--- config.mk ---
export PLATFORM = sky130hd
export DESIGN_NAME = axd_control
export DESIGN_NICKNAME = d
export VERILOG_FILES = /design/src/common/axd_pkg.sv /design/src/rtl/axd_channel.sv /design/src/rtl/axd_control.sv
export SDC_FILE = /design/constraint.sdc
export NUM_CORES = 1
export LEC_CHECK = 0
export BUFFER_PORTS_ARGS = -buffer_cell sky130_fd_sc_hd__clkbuf_2
export CAP_MARGIN = 40
export CELL_PAD_IN_SITES_DETAIL_PLACEMENT = 1
export CELL_PAD_IN_SITES_GLOBAL_PLACEMENT = 1
export CORE_MARGIN = 2
export CORE_UTILIZATION = 44
export DETAILED_ROUTE_END_ITERATION = 7
export HOLD_SLACK_MARGIN = 0.12
export PLACE_DENSITY = 0.84
export SYNTH_ARGS = -nofsm -noshare
export SYNTH_HDL_FRONTEND = slang
export SYNTH_SLANG_ARGS = --single-unit
export TNS_END_PERCENT = 1
--- constraint.sdc ---
create_clock -name sys_clk_i -period 2.5 [get_ports sys_clk_i]
set_input_delay 0.25 -clock sys_clk_i [delete_from_list [all_inputs] [get_ports sys_clk_i]]
set_output_delay 0.25 -clock sys_clk_i [all_outputs]
set_load 0.02 [all_outputs]
--- src/common/axd_pkg.sv ---
// constants and types shared by the auxiliary converter control logic
package axd_pkg;

    // ------------------------------------------------------------------
    // register map
    // ------------------------------------------------------------------
    localparam logic [4:0] AXD_ADDR_I_CODE = 5'h09;
    localparam logic [4:0] AXD_ADDR_I_CTRL = 5'h0a;
    localparam logic [4:0] AXD_ADDR_Q_CODE = 5'h0b;
    localparam logic [4:0] AXD_ADDR_Q_CTRL = 5'h0c;

    // control register fields
    localparam int AXD_CTRL_EN_BIT     = 7;
    localparam int AXD_CTRL_RANGE_HI   = 6;
    localparam int AXD_CTRL_RANGE_LO   = 5;
    localparam int AXD_CTRL_OFS_HI     = 4;
    localparam int AXD_CTRL_OFS_LO     = 2;
    localparam int AXD_CTRL_CODE_HI    = 1;
    localparam int AXD_CTRL_CODE_LO    = 0;

    localparam logic [7:0] AXD_CODE_RESET = 8'h00;
    localparam logic [7:0] AXD_CTRL_RESET = 8'h00;

    localparam int         AXD_CODE_W     = 10;
    localparam int         AXD_OFS_W      = 3;
    localparam int         AXD_RANGE_W    = 2;
    localparam logic [2:0] AXD_OFS_BYPASS = 3'h7;
    // shunt select index: 0 is 16 kohm, larger is lower; 4 is the 3.2 kohm floor
    localparam logic [2:0] AXD_SHUNT_FLOOR = 3'h4;

    // ------------------------------------------------------------------
    // serial frame
    // ------------------------------------------------------------------
    localparam int         AXD_FRAME_BITS = 16;
    localparam int         AXD_INSTR_BITS = 8;
    localparam int         AXD_READ_BIT   = 7;
    localparam logic [7:0] AXD_UNMAPPED   = 8'h00;

    // ------------------------------------------------------------------
    // timing
    // ------------------------------------------------------------------
    localparam int AXD_CLK_PERIOD_NS   = 10;
    localparam int AXD_MODE_PULSE_NS   = 50;
    localparam int AXD_MODE_PULSE_CYC  = (AXD_MODE_PULSE_NS + AXD_CLK_PERIOD_NS - 1) / AXD_CLK_PERIOD_NS;

    typedef enum logic [1:0] {
        AXD_SPI_IDLE,
        AXD_SPI_INSTR,
        AXD_SPI_DATA,
        AXD_SPI_DONE
    } axd_spi_state_e;

endpackage

--- src/rtl/axd_channel.sv ---
// one auxiliary converter channel: decode of its two registers onto the analog controls
`timescale 1ns/1ns
module axd_channel
    import axd_pkg::*;
#(
    parameter int          CODE_W      = AXD_CODE_W,
    parameter logic [2:0]  SHUNT_FLOOR = AXD_SHUNT_FLOOR
)
(
    input  wire logic              sys_clk_i,
    input  wire logic              reset_n_i,
    input  wire logic [7:0]        code_reg_i,
    input  wire logic [7:0]        ctrl_reg_i,
    input  wire logic              internal_rset_i,
    output logic [CODE_W-1:0]      current_o,
    output logic                   pin_drive_o,
    output logic                   amp_enable_o,
    output logic                   amp_bypass_o,
    output logic [2:0]             shunt_sel_o,
    output logic [1:0]             range_o
);

    logic              enable;
    logic [2:0]        offset;
    logic [CODE_W-1:0] code;
    logic              usable;

    assign enable = ctrl_reg_i[AXD_CTRL_EN_BIT];
    assign offset = ctrl_reg_i[AXD_CTRL_OFS_HI:AXD_CTRL_OFS_LO];
    assign code   = {ctrl_reg_i[AXD_CTRL_CODE_HI:AXD_CTRL_CODE_LO], code_reg_i};
    assign usable = enable && internal_rset_i;

    // ------------------------------------------------------------------
    // analog control flops
    // ------------------------------------------------------------------
    always_ff @(posedge sys_clk_i)
    begin
        if (!reset_n_i)
        begin
            current_o <= '0;
        end
        else
        begin
            // inverted decode: code zero is full scale
            current_o <= usable ? ~code : '0;
        end
    end

    always_ff @(posedge sys_clk_i)
    begin
        if (!reset_n_i)
        begin
            pin_drive_o  <= 1'b0;
            amp_enable_o <= 1'b0;
            amp_bypass_o <= 1'b0;
        end
        else
        begin
            // disabled means open circuit: neither amplifier nor raw current
            pin_drive_o  <= usable;
            amp_enable_o <= usable && (offset != AXD_OFS_BYPASS);
            amp_bypass_o <= usable && (offset == AXD_OFS_BYPASS);
        end
    end

    always_ff @(posedge sys_clk_i)
    begin
        if (!reset_n_i)
        begin
            shunt_sel_o <= '0;
            range_o     <= '0;
        end
        else
        begin
            // clamp rather than wrap: an out-of-range offset still gives the lowest legal shunt
            shunt_sel_o <= (offset > SHUNT_FLOOR) ? SHUNT_FLOOR : offset;
            range_o     <= ctrl_reg_i[AXD_CTRL_RANGE_HI:AXD_CTRL_RANGE_LO];
        end
    end

endmodule

--- src/rtl/axd_control.sv ---
// auxiliary converter control: serial register port, mode detection and two channels
`timescale 1ns/1ns
module axd_control
    import axd_pkg::*;
#(
    parameter int CODE_W     = AXD_CODE_W,
    parameter int PULSE_CYC  = AXD_MODE_PULSE_CYC
)
(
    input  wire logic              sys_clk_i,
    input  wire logic              reset_n_i,
    input  wire logic              reset_mode_pin_i,
    input  wire logic              spi_cs_n_i,
    input  wire logic              spi_sclk_i,
    input  wire logic              spi_sdio_i,
    output logic                   spi_sdio_o,
    output logic                   spi_sdio_oe_o,
    input  wire logic              inphase_internal_rset_i,
    input  wire logic              quad_internal_rset_i,
    output logic                   serial_mode_o,
    output logic [CODE_W-1:0]      inphase_aux_current_o,
    output logic                   inphase_fullscale_aux_pin_drive_o,
    output logic                   inphase_aux_amp_enable_o,
    output logic                   inphase_aux_amp_bypass_o,
    output logic [2:0]             inphase_aux_shunt_sel_o,
    output logic [1:0]             inphase_aux_range_o,
    output logic [CODE_W-1:0]      quad_aux_current_o,
    output logic                   quad_fullscale_aux_pin_drive_o,
    output logic                   quad_aux_amp_enable_o,
    output logic                   quad_aux_amp_bypass_o,
    output logic [2:0]             quad_aux_shunt_sel_o,
    output logic [1:0]             quad_aux_range_o
);

    // ------------------------------------------------------------------
    // reset and mode
    // ------------------------------------------------------------------
    localparam int PCNT_W = $clog2(PULSE_CYC + 1) + 1;

    logic [PCNT_W-1:0] pulse_cnt_q;
    logic              mode_pin_q;
    logic              serial_mode_q;
    logic              regs_clear;
    logic              pulse_long_enough;

    assign pulse_long_enough = (pulse_cnt_q >= PCNT_W'(PULSE_CYC));
    // registers held clear while the reset/mode pin is high
    assign regs_clear = !reset_n_i || reset_mode_pin_i;

    always_ff @(posedge sys_clk_i)
    begin
        if (!reset_n_i)
        begin
            pulse_cnt_q <= '0;
            mode_pin_q  <= 1'b0;
        end
        else
        begin
            mode_pin_q <= reset_mode_pin_i;
            if (!reset_mode_pin_i)
            begin
                pulse_cnt_q <= '0;
            end
            else if (!pulse_long_enough)
            begin
                pulse_cnt_q <= pulse_cnt_q + PCNT_W'(1);
            end
        end
    end

    // serial mode entered on the falling edge of a long enough high pulse
    always_ff @(posedge sys_clk_i)
    begin
        if (!reset_n_i)
        begin
            serial_mode_q <= 1'b0;
        end
        else if (reset_mode_pin_i)
        begin
            serial_mode_q <= 1'b0;
        end
        else if (mode_pin_q && pulse_long_enough)
        begin
            serial_mode_q <= 1'b1;
        end
    end

    assign serial_mode_o = serial_mode_q;

    // ------------------------------------------------------------------
    // serial port engine
    // ------------------------------------------------------------------
    axd_spi_state_e state_q;
    logic           sclk_q;
    logic           sclk_rise;
    logic           sclk_fall;
    logic [3:0]     bit_cnt_q;
    logic [7:0]     shift_q;
    logic           read_q;
    logic [4:0]     addr_q;
    logic           wr_stb;
    logic [7:0]     wr_data;
    logic [7:0]     rd_data;
    logic [7:0]     rd_shift_q;
    logic           port_live;

    // pin mode leaves the port dead: no access to the registers at all
    assign port_live = serial_mode_q && !spi_cs_n_i;
    assign sclk_rise = spi_sclk_i && !sclk_q;
    assign sclk_fall = !spi_sclk_i && sclk_q;
    assign wr_data   = {shift_q[6:0], spi_sdio_i};
    // write takes effect only on the last data bit of the frame
    assign wr_stb    = (state_q == AXD_SPI_DATA) && port_live && sclk_rise && !read_q
                       && (bit_cnt_q == 4'(AXD_FRAME_BITS - 1));

    always_ff @(posedge sys_clk_i)
    begin
        if (!reset_n_i)
        begin
            sclk_q <= 1'b0;
        end
        else
        begin
            sclk_q <= spi_sclk_i;
        end
    end

    always_ff @(posedge sys_clk_i)
    begin
        if (regs_clear)
        begin
            state_q   <= AXD_SPI_IDLE;
            bit_cnt_q <= '0;
            shift_q   <= '0;
            read_q    <= 1'b0;
            addr_q    <= '0;
        end
        else if (!port_live)
        begin
            // chip select high aborts any partial frame
            state_q   <= AXD_SPI_IDLE;
            bit_cnt_q <= '0;
        end
        else
        begin
            case (state_q)
                AXD_SPI_IDLE:
                begin
                    state_q   <= AXD_SPI_INSTR;
                    bit_cnt_q <= '0;
                end
                AXD_SPI_INSTR:
                begin
                    if (sclk_rise)
                    begin
                        shift_q   <= wr_data;
                        bit_cnt_q <= bit_cnt_q + 4'd1;
                        if (bit_cnt_q == 4'(AXD_INSTR_BITS - 1))
                        begin
                            read_q  <= shift_q[AXD_READ_BIT - 1];
                            addr_q  <= wr_data[4:0];
                            state_q <= AXD_SPI_DATA;
                        end
                    end
                end
                AXD_SPI_DATA:
                begin
                    if (sclk_rise)
                    begin
                        shift_q   <= wr_data;
                        bit_cnt_q <= bit_cnt_q + 4'd1;
                        if (bit_cnt_q == 4'(AXD_FRAME_BITS - 1))
                        begin
                            state_q <= AXD_SPI_DONE;
                        end
                    end
                end
                AXD_SPI_DONE:
                begin
                    state_q <= AXD_SPI_DONE;
                end
                default:
                begin
                    state_q <= AXD_SPI_IDLE;
                end
            endcase
        end
    end

    // ------------------------------------------------------------------
    // register file
    // ------------------------------------------------------------------
    logic [7:0] i_code_q;
    logic [7:0] i_ctrl_q;
    logic [7:0] q_code_q;
    logic [7:0] q_ctrl_q;

    // each channel's pair written independently of the other
    always_ff @(posedge sys_clk_i)
    begin
        if (regs_clear)
        begin
            i_code_q <= AXD_CODE_RESET;
            i_ctrl_q <= AXD_CTRL_RESET;
        end
        else if (wr_stb)
        begin
            if (addr_q == AXD_ADDR_I_CODE)
            begin
                i_code_q <= wr_data;
            end
            if (addr_q == AXD_ADDR_I_CTRL)
            begin
                i_ctrl_q <= wr_data;
            end
        end
    end

    always_ff @(posedge sys_clk_i)
    begin
        if (regs_clear)
        begin
            q_code_q <= AXD_CODE_RESET;
            q_ctrl_q <= AXD_CTRL_RESET;
        end
        else if (wr_stb)
        begin
            if (addr_q == AXD_ADDR_Q_CODE)
            begin
                q_code_q <= wr_data;
            end
            if (addr_q == AXD_ADDR_Q_CTRL)
            begin
                q_ctrl_q <= wr_data;
            end
        end
    end

    always_comb
    begin
        case (addr_q)
            AXD_ADDR_I_CODE: rd_data = i_code_q;
            AXD_ADDR_I_CTRL: rd_data = i_ctrl_q;
            AXD_ADDR_Q_CODE: rd_data = q_code_q;
            AXD_ADDR_Q_CTRL: rd_data = q_ctrl_q;
            default:         rd_data = AXD_UNMAPPED;
        endcase
    end

    // ------------------------------------------------------------------
    // read back
    // ------------------------------------------------------------------
    // data changes on the falling clock so the host samples it on the rise
    always_ff @(posedge sys_clk_i)
    begin
        if (regs_clear)
        begin
            rd_shift_q    <= '0;
            spi_sdio_oe_o <= 1'b0;
            spi_sdio_o    <= 1'b0;
        end
        else if (!port_live || !read_q || state_q != AXD_SPI_DATA)
        begin
            spi_sdio_oe_o <= 1'b0;
            spi_sdio_o    <= 1'b0;
            if (state_q == AXD_SPI_INSTR && bit_cnt_q == 4'(AXD_INSTR_BITS))
            begin
                rd_shift_q <= '0;
            end
        end
        else if (sclk_fall)
        begin
            if (bit_cnt_q == 4'(AXD_INSTR_BITS))
            begin
                spi_sdio_oe_o <= 1'b1;
                spi_sdio_o    <= rd_data[7];
                rd_shift_q    <= {rd_data[6:0], 1'b0};
            end
            else
            begin
                spi_sdio_o <= rd_shift_q[7];
                rd_shift_q <= {rd_shift_q[6:0], 1'b0};
            end
        end
    end

    // ------------------------------------------------------------------
    // channels
    // ------------------------------------------------------------------
    axd_channel #(
        .CODE_W      (CODE_W),
        .SHUNT_FLOOR (AXD_SHUNT_FLOOR)
    ) u_inphase (
        .sys_clk_i       (sys_clk_i),
        .reset_n_i       (reset_n_i),
        .code_reg_i      (i_code_q),
        .ctrl_reg_i      (i_ctrl_q),
        .internal_rset_i (inphase_internal_rset_i),
        .current_o       (inphase_aux_current_o),
        .pin_drive_o     (inphase_fullscale_aux_pin_drive_o),
        .amp_enable_o    (inphase_aux_amp_enable_o),
        .amp_bypass_o    (inphase_aux_amp_bypass_o),
        .shunt_sel_o     (inphase_aux_shunt_sel_o),
        .range_o         (inphase_aux_range_o)
    );

    axd_channel #(
        .CODE_W      (CODE_W),
        .SHUNT_FLOOR (AXD_SHUNT_FLOOR)
    ) u_quad (
        .sys_clk_i       (sys_clk_i),
        .reset_n_i       (reset_n_i),
        .code_reg_i      (q_code_q),
        .ctrl_reg_i      (q_ctrl_q),
        .internal_rset_i (quad_internal_rset_i),
        .current_o       (quad_aux_current_o),
        .pin_drive_o     (quad_fullscale_aux_pin_drive_o),
        .amp_enable_o    (quad_aux_amp_enable_o),
        .amp_bypass_o    (quad_aux_amp_bypass_o),
        .shunt_sel_o     (quad_aux_shunt_sel_o),
        .range_o         (quad_aux_range_o)
    );

endmodule

# Word-level counts from Yosys, hierarchy flattened
# Cells that the tools add are included.
# word_totals
reg_bits,104
in_bits,8
out_inout_bits,39
word_cells,121
# classes
add_sub_neg,2
n_lt_le_gt_ge,3
n_eq_ne,21
muxes,15
bitwise_logic,4
reduce_logical,46
# ops
op,n
8-bit two-way mux,4
8-bit one-hot mux with 4 select lines,1
5-bit by 4-bit == test with 1-bit output (second input constant),4
10-bit NOT,2
2-bit AND reduction,10
1-bit logical AND,15
2-bit OR reduction,6
4-bit by 1-bit adder with 4-bit output (second input constant),2
4-bit == test (second input constant),2
2-bit two-way mux,4
2-bit != test (second input constant),4
2-bit one-hot mux with 4 select lines,1
4-bit one-hot mux with 2 select lines,1
4-bit AND reduction,2
3-bit == test (second input constant),2
3-bit greater-than comparator (second input constant),2
1-bit logical NOT,6
3-bit two-way mux,2
2-bit by 1-bit != test with 1-bit output (second input constant),3
3-bit != test (second input constant),2
2-bit == test (second input constant),2
4-bit by 3-bit == test with 1-bit output (second input constant),1
4-bit by 3-bit >= comparator with 1-bit output (second input constant),1
4-bit two-way mux,1
7 further kinds,11

# Depth between registers and ports, before layout
# Gate-level depths: netlist of the first run.
# logic_depth
word_depth,7
mapped_depth,9
mapped_depth_nobuf,6

# Cells and area by module
# Synthesis of the first run repeated with hierarchy kept, for this count alone.
# hier_totals
cells_unflattened,438
hier_area_um2,4351.7
# modules_own_cells
module,instances,cells_per_inst,area_per_inst_um2
axd_control,1,360,3330.7
axd_channel,2,39,510.5

# Worst setup path after synthesis of the first run
# OpenSTA, ideal clock, no wires.
# synth_timing
path_kind,register to register
start,register state_q[0]
end,register i_code_q[3]
setup_ps,132
arrival_time_ps,1823
required_ps,2368
setup_slack_ps,545
path_stages_with_launch,10
period_less_slack_ps,1955
cell_sequence,dfxtp_1 inv_1 ha_1 clkbuf_1 nand2_1 or4_1 buf_2 buf_6 o21ai_0 a21oi_1
# synth_between
elab_chain_cells,6
# synth_lines
element,line_no,rtl
start: declaration,axd_control.sv:93,axd_spi_state_e state_q;
start signal: assignment,axd_control.sv:132,state_q <= AXD_SPI_IDLE;
start signal: assignment,axd_control.sv:141,state_q <= AXD_SPI_IDLE;
start signal: assignment,axd_control.sv:149,state_q <= AXD_SPI_INSTR;
2-bit == test,axd_control.sv:113,assign wr_stb = (state_q == AXD_SPI_DATA) && port_live && sclk_rise && !read_q
1-bit logical AND (3 in a row),axd_control.sv:113,
1-bit logical AND,axd_control.sv:114,&& (bit_cnt_q == 4'(AXD_FRAME_BITS - 1));
2-bit AND reduction (no line),--,
end signal: assignment,axd_control.sv:210,i_code_q <= wr_data;
end: declaration,axd_control.sv:193,logic [7:0] i_code_q;
# Every way passes these cells.
# A chain may end at the register's enable or synchronous reset.

# Worst setup path after layout of the first run
# layout_timing
start,register state_q[0]
end,register i_code_q[6]
# The elaborated chain is that of the path after synthesis.

==> results of run 1 <==
[area by class of cell]
| cell class | instances | area (sq um) | area share [%] |
|---|---|---|---|
| inverter | 12 | 45.0 | 0.932 |
| tap | 133 | 166 | 3.44 |
| sequential | 103 | 2060 | 42.7 |
| clock buffer | 9 | 124 | 2.56 |
| timing repair buffer | 53 | 283 | 5.85 |
| clock inverter | 7 | 62.6 | 1.30 |
| multi-input combinational | 329 | 2090 | 43.2 |
[metal layers]
metal	up-vias	GRT usage (%)
met5	-	0
met4	0	10.3
met3	20	3.32
met2	77	40.2
met1	1764	29.4
li1	1699	-
[how the worst max path moves through the flow]
stage	to	slack [ns]	cells past startpoint
after floorplan	i_code_q[3]	0.54	9
after global placement	q_ctrl_q[0]	0.43	5
after detailed placement	i_code_q[6]	0.25	6
after CTS	i_code_q[6]	0.23	6
after global routing	q_ctrl_q[1]	0.03	6
final	i_code_q[6]	0.22	6
[state kept, by name (all words and copies together), names as in the netlist, 3 cells and up]
register               count
addr_q                     5
bit_cnt_q                  4
i_code_q                   8
i_ctrl_q                   8
pulse_cnt_q                4
q_code_q                   8
q_ctrl_q                   8
rd_shift_q                 7
shift_q                    7
u_inphase.current_o       10
u_inphase.shunt_sel_o      3
u_quad.current_o          10
u_quad.shunt_sel_o         3
[cells by family after synthesis]
group / after synthesis
compound gates: 82
xor+xnor: 3
fa+ha+maj: 10
buf+inv: 40
flops: 103
mux: 40
simple gates: 194
[power groups by stage]
stage	sequential [uW]	combinational, uW	clock (uW)
after floorplan	1680	29.1	0
after global placement	1680	46.5	0
after detailed placement	1680	48.3	0
after CTS	1650	48.6	1050
after global routing	1650	54.0	1120
final	1650	48.4	1030
[cells in the final DEF (no fill, tap or decap), types with 7 or more instances in the layout]
cell type / Yosys / layout
sky130_fd_sc_hd__a21oi_1: 28 / 28
sky130_fd_sc_hd__and2_1: 13 / 13
sky130_fd_sc_hd__and3_1: 7 / 7
sky130_fd_sc_hd__buf_4: 1 / 7
sky130_fd_sc_hd__clkbuf_2: 0 / 46
sky130_fd_sc_hd__clkbuf_8: 0 / 9
sky130_fd_sc_hd__dfxtp_1: 103 / 103
sky130_fd_sc_hd__ha_1: 10 / 10
sky130_fd_sc_hd__inv_1: 12 / 12
sky130_fd_sc_hd__mux2i_1: 38 / 38
sky130_fd_sc_hd__nand2_1: 42 / 42
sky130_fd_sc_hd__nand2b_1: 7 / 7
sky130_fd_sc_hd__nand3_1: 23 / 23
sky130_fd_sc_hd__nand3b_1: 11 / 11
sky130_fd_sc_hd__nor2_1: 57 / 57
sky130_fd_sc_hd__nor2b_1: 7 / 7
sky130_fd_sc_hd__o211ai_1: 7 / 7
sky130_fd_sc_hd__o21ai_0: 20 / 20
[metrics by stage]
stage,std cells,util (%),area [sq um]
floorplan,472,-,4320
detailed placement,630,48.2,4640
global placement,630,48.2,4640
finish,646,50.1,4830
CTS,646,50.1,4830
global route,646,50.1,4830
[worst max-delay path, delay by kind of cell, from the launching register on]
| family | cells | cell delay [ns] |
|---|---|---|
| simple gates | 2 | 0.88 |
| fa+ha+maj | 1 | 0.37 |
| buf+inv | 1 | 0.14 |
| flops | 1 | 0.36 |
| compound gates | 2 | 0.41 |
==> results by group, run 1 <==
Global routing
  • Number of global-route vias before repair: 3597
  • Global route overflow: 0
  • Wire length of the first global-routing pass: roughly 19 mm
  • Overall track demand over capacity in global routing: a little under a quarter
  • Largest net degree at the start of global routing: 38
  • Antenna violations before repair: 0

Logic synthesis
  • Post-synth ARST share: 0%
  • Count leader, synth: sky130_fd_sc_hd__dfxtp_1
  • Synthesized-area fraction occupied by adder cells: between 2 and 3%
  • Number of register bits inferred by synthesis: between 100 and 150
  • Fraction of the yosys area taken by sequential cells: between 40% and 50%
  • Dominant register cell in the synthesized netlist: sky130_fd_sc_hd__dfxtp_1
  • EDFF count, synth: 0
  • Cell type with the highest aggregate area in the netlist: sky130_fd_sc_hd__dfxtp_1
  • Share of the synthesized area in the top cell type: a little under half
  • Synthesized area per cell: between 9 and 10 sq um
  • Post-Syn Instances: between 400 and 500
  • Count of distinct cell types in the synthesized netlist: 56
  • Synth Net Count: just under 500
  • Cell types occupying the most area after synthesis: sky130_fd_sc_hd__dfxtp_1 48%, sky130_fd_sc_hd__mux2i_1 8.8%, sky130_fd_sc_hd__nor2_1 5.0%
  • Simple-gate share of the synthesized area: between 20% and 30%
  • Syn. warnings: 0
  • Main combinational cell family by area after synthesis: simple AND/OR/NAND/NOR gates
  • Area of the mapped netlist: between 4000 and 5000 sq um
  • Mux share of post-synthesis cell area: approximately a tenth
  • Synth Area in Compound Gates: between 10% and 20%
  • Parity-gate share of the synthesized area counting xor and xnor cells: less than 1%
  • Commonest cells post-synth: 103 x sky130_fd_sc_hd__dfxtp_1, 57 x sky130_fd_sc_hd__nor2_1, 42 x sky130_fd_sc_hd__nand2_1

Setup path
  • Crit Reg-Reg Endpoint: i_code_q[6]
  • Data required time of the critical path: about 2.8 ns
  • Type of element launching the critical path: flop
  • Master of the slowest instance on the critical path: sky130_fd_sc_hd__or4_1
  • Worst reg2reg path depth: 6
  • Worst r2r src: state_q[0]
  • R2R Setup Slk: between 0.2 and 0.25 ns
  • Category of the critical setup timing path: reg -> reg
  • Crit path arrival time: between 2 and 3 ns
  • Peak per-stage delay on the critical path: roughly 0.7 ns
  • Cell chain of the critical path: inv_1 > ha_1 > nand2_1 > or4_1 > o21ai_0 > a21oi_1
  • Maximum fanout encountered on the critical timing path: 16
  • Critical Path Sink Type: flop
  • Worst setup path startpoint: state_q[0]

Floorplan
  • Die width: a little over 100 microns
  • Core area: between 9000 and 10000 sq um
  • Starting density of the core: 44.8%
  • Standard-cell row count: 36
  • Die area: roughly 11000 sq um
  • Io pins: 47
  • Die extent in y: about 100 microns

Placement
  • Detailed placement HPWL: about 8.3 mm
  • Placer Congestion: between 0.8 and 0.9
  • Port buffer count: 46
  • Worst slack after detailed placement: between 0.2 and 0.3 ns

STA
  • Clock Skew: 0.0147 ns
  • Unrepaired setup endpoints after global routing: false
  • Crit path setup slack, layout: about 0.22 ns
  • Shortest period the worst path allows: ~2.3 ns
  • Number of slew-limit violations in the final report: 0
  • Worst-Margin Slew: between 0.5 and 0.6 ns
  • Part of the cycle the worst path needs: 91.1%
  • Hold Violations, Final: 0
  • Final-report setup violation count: 0
  • Rel. slew slack: 59.7%
  • Sum of negative setup slack: 0 ns
  • FMAX: 439 MHz
  • Final-layout worst hold slack: between 0.15 and 0.2 ns

Clock network
  • Max clock buf depth: 2
  • Insertion delay to the later sink of the worst-skew pair: approximately 0.4 ns
  • Clock sink count: roughly 100
  • TritonCTS clock tree: done
  • CTS Hold Buffers Added: 0
  • Number of post-CTS setup repair buffers: 0
  • Number of cells upsized or downsized after cts: 0
  • CTS H-tree lvls: 3
  • Clock transition at the register clock pins on the worst setup and hold paths after CTS: about 0.1 ns
  • Buffer type at the clock tree root: sky130_fd_sc_hd__clkbuf_8
  • Number of CTS-inserted buffers: 9

Cells and area
  • Share of post-route cells with drive strength above 1: between 10% and 20%
  • Fill cells: approximately 1.2k
  • Final nets: ~530
  • Area growth from synthesis to layout: 11.8%
  • Count of antenna diodes in the layout: 0

Hold path
  • Hold path endpoint: pulse_cnt_q[0]
  • Worst hold-check path type: in -> reg
  • Number of cells traversed by the worst hold path: 3
  • Worst Hold Launch: reset_mode_pin_i

Power
  • Share of total power consumed by net switching: roughly a quarter
  • Combinational fraction of design power: under 10%
  • Power after layout: approximately 2700 uW
  • Internal power: between 2000 and 2500 uW
  • Clk pwr share: 37.9%
  • NetSw: 687 uW
  • Areal power density over the cells: 565 nW/um^2
  • Share of power burned in registers: about 60%
  • Leakage power of the design: approximately 0.0019 uW
  • Max VDD drop: ~0.26 mV

Routing
  • Overall via count from detail_route: between 3k and 4k
  • Post-detailed-route wirelength per cell: 18.1 microns
  • Per-cell via count in the routed design: ~5.5
  • Highest layer used for signal routing: met4
  • Detailed-router iteration count before antenna repair: 4
  • Drt initial violations: ~160
  • Wire length on met1: between 5 and 6 mm
  • Post-DRT Antenna Nets: 0
  • Detailed route wirelength on metal3: 432 microns
  • Remaining design rule violation count: 0
  • Met2 wire length: 5.88 mm
  • Wire length after detailed routing: around 12 mm

Run status
  • Run status: completed

Job
  • Max-cap violation count: 0
Note: power is estimated with default switching activity, not from simulation.
==> inputs of run 2 (changes only) <==
--- a/config.mk
+++ b/config.mk
@@ -5,15 +5,16 @@
 export SDC_FILE = /design/constraint.sdc
 export NUM_CORES = 1
 export LEC_CHECK = 0
+export ABC_AREA = 1
 export BUFFER_PORTS_ARGS = -buffer_cell sky130_fd_sc_hd__clkbuf_2
 export CAP_MARGIN = 40
 export CELL_PAD_IN_SITES_DETAIL_PLACEMENT = 1
 export CELL_PAD_IN_SITES_GLOBAL_PLACEMENT = 1
 export CORE_MARGIN = 2
-export CORE_UTILIZATION = 44
+export CORE_UTILIZATION = 43
 export DETAILED_ROUTE_END_ITERATION = 7
 export HOLD_SLACK_MARGIN = 0.12
-export PLACE_DENSITY = 0.84
+export PLACE_DENSITY = 0.85
 export SYNTH_ARGS = -nofsm -noshare
 export SYNTH_HDL_FRONTEND = slang
 export SYNTH_SLANG_ARGS = --single-unit
==> run 2 against run 1 <==
  * Global-route usage shrank 1.4 points
  * Largest cell class is now flip-flops and latches
  * Clock power decreased by 5%
  * Highest routed layer unchanged
  * Largest power group unchanged
  * Utilization decreased by 0.25 points
  * Sequential cell count did not move
  * Total power down 2.3%
==> results by group, run 2 <==
Run status
  • Run status: completed

Power
  • Share of power burned in registers: 61.7% (+1.4 points)
  • Share of total power consumed by net switching: 23.9% (-1.2 points)
  • Leakage power of the design: 0.00195 uW (+4.4%)
  • Combinational fraction of design power: 1.7% (about the same)
  • Clk pwr share: 36.6% (-1.3 points)
  • Internal power: 2030 uW (-0.68%)
  • NetSw: 638 uW (-7.1%)
  • Max VDD drop: 0.291 mV (+12%)
  • Areal power density over the cells: 579 nW/um^2 (+2.4%)

Clock network
  • Buffer type at the clock tree root: sky130_fd_sc_hd__clkbuf_8
  • TritonCTS clock tree: done
  • Clock sink count: 103 (unchanged)
  • Max clock buf depth: 2 (unchanged)
  • Number of CTS-inserted buffers: 9 (unchanged)
  • Clock transition at the register clock pins on the worst setup and hold paths after CTS: 0.10 ns (about the same)
  • Insertion delay to the later sink of the worst-skew pair: 0.37 ns (-0.03 ns)
  • Number of cells upsized or downsized after cts: 0 (unchanged)
  • Number of post-CTS setup repair buffers: 0 (unchanged)
  • CTS H-tree lvls: 3 (unchanged)

Setup path
  • Type of element launching the critical path: flop
  • Levels on crit path: 4 (-2)
  • Buffer and inverter count on the worst path: 0 (-1)
  • Crit path arrival time: 2.16 ns (-0.39 ns)
  • R2R Setup Slk: 0.58 ns (+0.35 ns)
  • Crit Reg-Reg Endpoint: q_ctrl_q[7]
  • Top delay family on crit path: simple AND/OR/NAND/NOR gates
  • Worst setup path startpoint: addr_q[1]
  • CP endpoint: q_ctrl_q[7]
  • Cell chain of the critical path: nor2_1 > nand3_1 > nor2_1 > a21oi_1
  • Category of the critical setup timing path: reg -> reg
  • Cell seen most often among critical-path stages: sky130_fd_sc_hd__nor2_1
  • Master of the slowest instance on the critical path: sky130_fd_sc_hd__nor2_1
  • Critical Path Sink Type: flop
  • Worst r2r src: addr_q[1]
  • Data required time of the critical path: 2.74 ns (-0.03 ns)
  • Peak per-stage delay on the critical path: 0.59 ns (-0.13 ns)
  • Worst reg2reg path depth: 4 (-2)
  • Maximum fanout encountered on the critical timing path: 11 (-5)

STA
  • Clock Skew: 0.0159 ns (+0.00118 ns)
  • FMAX: 520 MHz (+18%)
  • Final-report setup violation count: 0 (unchanged)
  • Part of the cycle the worst path needs: 77.0% (-14 points)
  • Worst-Margin Slew: 0.764 ns (+0.176 ns)
  • Crit path setup slack, layout: 0.576 ns (+0.353 ns)
  • Sum of negative setup slack: 0 ns (unchanged)
  • Shortest period the worst path allows: 1.92 ns (-0.353 ns)
  • Unrepaired setup endpoints after global routing: false
  • Rel. slew slack: 48.9% (-11 points)
  • Number of slew-limit violations in the final report: 0 (unchanged)
  • Hold Violations, Final: 0 (unchanged)

Floorplan
  • Core area: 9240 sq um (-4.1%)
  • Starting density of the core: 44.2% (-0.61 points)
  • Die extent in y: 101 microns (-1.6%)
  • Die area: 10300 sq um (-3.1%)
  • Die width: 101 microns (-1.6%)
  • Io pins: 47 (unchanged)
  • Standard-cell row count: 35 (-2.8%)

Global routing
  • Number of global-route vias before repair: 3577 (-0.56%)
  • Wire length of the first global-routing pass: 17.6 mm (-6.3%)
  • Overall track demand over capacity in global routing: 22.0% (-1.4 points)
  • Largest net degree at the start of global routing: 47 (+24%)
  • Global route overflow: 0 (unchanged)
  • Antenna violations before repair: 0 (unchanged)

Placement
  • Detailed placement HPWL: 7.56 mm (-9.1%)
  • Port buffer count: 46 (unchanged)
  • Placed standard-cell area: 4420 sq um (-4.8%)
  • Placer Congestion: 0.870 (+4.5%)
  • Worst slack after detailed placement: 0.592 ns (+0.342 ns)

Cells and area
  • Storage cell area: 2060 sq um (unchanged)
  • Regs by FF count: u_inphase.current_o: 10 flops, u_quad.current_o: 10 flops
  • Top library cells by usage in the layout, fill and taps aside: 103 x sky130_fd_sc_hd__dfxtp_1, 76 x sky130_fd_sc_hd__inv_1, 61 x sky130_fd_sc_hd__a21oi_1
  • Leading cell type in the layout, fill and taps excluded: sky130_fd_sc_hd__dfxtp_1
  • Layout Cell Area excl Fill: 4610 sq um (-4.6%)
  • Multi-input gate area in the final layout: 1650 sq um (-21%)
  • Share of post-route cells with drive strength above 1: 16.2% (+0.85 points)
  • Count of antenna diodes in the layout: 0 (unchanged)
  • Area growth from synthesis to layout: 12.8%
  • Final nets: 568 (+8.0%)
  • Fill cells: 1166 (-0.85%)
  • Utilization of the core after routing: 49.9% (-0.25 points)

Logic synthesis
  • Cell types occupying the most area after synthesis: sky130_fd_sc_hd__dfxtp_1 50%, sky130_fd_sc_hd__a21oi_1 7.5%, sky130_fd_sc_hd__inv_1 7.0%
  • Commonest cells post-synth: 103 x sky130_fd_sc_hd__dfxtp_1, 76 x sky130_fd_sc_hd__inv_1, 61 x sky130_fd_sc_hd__a21oi_1
  • Post-synth ARST share: 0% (unchanged)
  • Dominant register cell in the synthesized netlist: sky130_fd_sc_hd__dfxtp_1
  • Syn. warnings: 0 (unchanged)
  • Share of the synthesized area in the top cell type: 50.5% (+2.7 points)
  • Fraction of the yosys area taken by sequential cells: 50.5% (+2.7 points)
  • Synth Net Count: 521 (+6.3%)
  • Count of distinct cell types in the synthesized netlist: 31 (-45%)
  • Cell type with the highest aggregate area in the netlist: sky130_fd_sc_hd__dfxtp_1
  • Synthesized area per cell: 8.12 sq um (-11%)
  • Number of register bits inferred by synthesis: 103 (unchanged)
  • Post-Syn Instances: 503 (+6.6%)
  • EDFF count, synth: 0 (unchanged)
  • Count leader, synth: sky130_fd_sc_hd__dfxtp_1
  • Area of the mapped netlist: 4090 sq um (-5.4%)

Routing
  • Drt initial violations: 158 (-2.5%)
  • Overall via count from detail_route: 3476 (-2.4%)
  • Per-cell via count in the routed design: 5.09 (-7.6%)
  • Remaining design rule violation count: 0 (unchanged)
  • Detailed-router iteration count before antenna repair: 4 (unchanged)
  • Post-DRT Antenna Nets: 0 (unchanged)
  • Post-detailed-route wirelength per cell: 15.4 microns (-15%)
  • Wire length after detailed routing: 10.5 mm (-9.8%)

Hold path
  • Worst hold-check path type: in -> reg

Job
  • Max-cap violation count: 0 (unchanged)
run 2: cell count changes in the layout (fill, tap and decap cells not counted), sizes merged, moves of 8 or more:
cell	before	now
a21oi	28	63
and2	13	0
inv	16	81
mux2i	38	0
nand2	42	54
nand3b	11	0
nand4	1	9
nor2	58	68
o21ai	26	63
run 2: layout make-up:
| cell class | count | share of cell area [%] |
|---|---|---|
| flip-flops and latches | 103 | 44.7 |
| clock inverters | 6 | 1.14 |
| clock buffers | 9 | 2.69 |
| multi-input cells | 307 | 35.8 |
| inverters | 79 | 6.43 |
| well taps | 129 | 3.50 |
| repair buffers | 50 | 5.70 |
run 2: metal layers:
metal	global-route usage, %	vias up	share of wire [%]
met5	0	-	0
met2	37.8	79	50
met4	8.63	0	2.5
met1	27.0	1650	43
met3	4.76	22	4.8
li1	-	1725	-
run 2: logic make-up after synthesis:
logic type               count (synthesis)  share of synthesized area [%]
AND/OR/NAND/NOR                        164                           20.3
flip-flops                             103                           50.5
buffers and inverters                   93                           9.25
adder cells (fa/ha/maj)                 10                           3.06
AO/OA/AOI/OAI                          133                           16.9
run 2: how the worst min path moves through the flow:
stage,from,endpoint,slack [ns],cells past startpoint
after CTS,reset_mode_pin_i,pulse_cnt_q[3],0.12,3
after global routing,reset_mode_pin_i,pulse_cnt_q[3],0.14,3
after floorplan,spi_sclk_i,sclk_q,0.35,2
final,reset_mode_pin_i,pulse_cnt_q[3],0.13,3
after global placement,i_code_q[0],u_inphase.current_o[0],0.43,1
after detailed placement,i_code_q[0],u_inphase.current_o[0],0.44,1
run 2: timing repair:
| item | CTS | global route |
|---|---|---|
| hold buffers | 1 | 0 |
| endpoints found under the setup margin | 0 | 0 |
| endpoints found under the hold margin | 1 | 0 |
run 2: worst reg2reg max path: cells and delay by family (launching register included):
kind / cells / cell delay (ns)
DFF: 1 / 0.48
AOI/OAI and AO/OA: 1 / 0.19
and+or+nand+nor: 3 / 1.12
run 2: power by group through the flow:
stage / registers (uW) / clock network (uW) / logic (uW)
4_1_cts: 1650 / 1000 / 46.1
3_5_place_dp: 1680 / 0 / 44.5
6_report: 1650 / 976 / 45.6
2_1_floorplan: 1680 / 0 / 27.2
3_3_place_gp: 1680 / 0 / 42.8
5_1_grt: 1650 / 1080 / 51.3
run 2: per-stage QoR:
stage,hold WS (ns),power (uW),std cells
2_1_floorplan,0.348,1710,503
3_3_place_gp,0.434,1730,667
3_5_place_dp,0.438,1730,667
4_1_cts,0.120,2690,683
5_1_grt,0.143,2770,683
6_report,0.133,2670,683
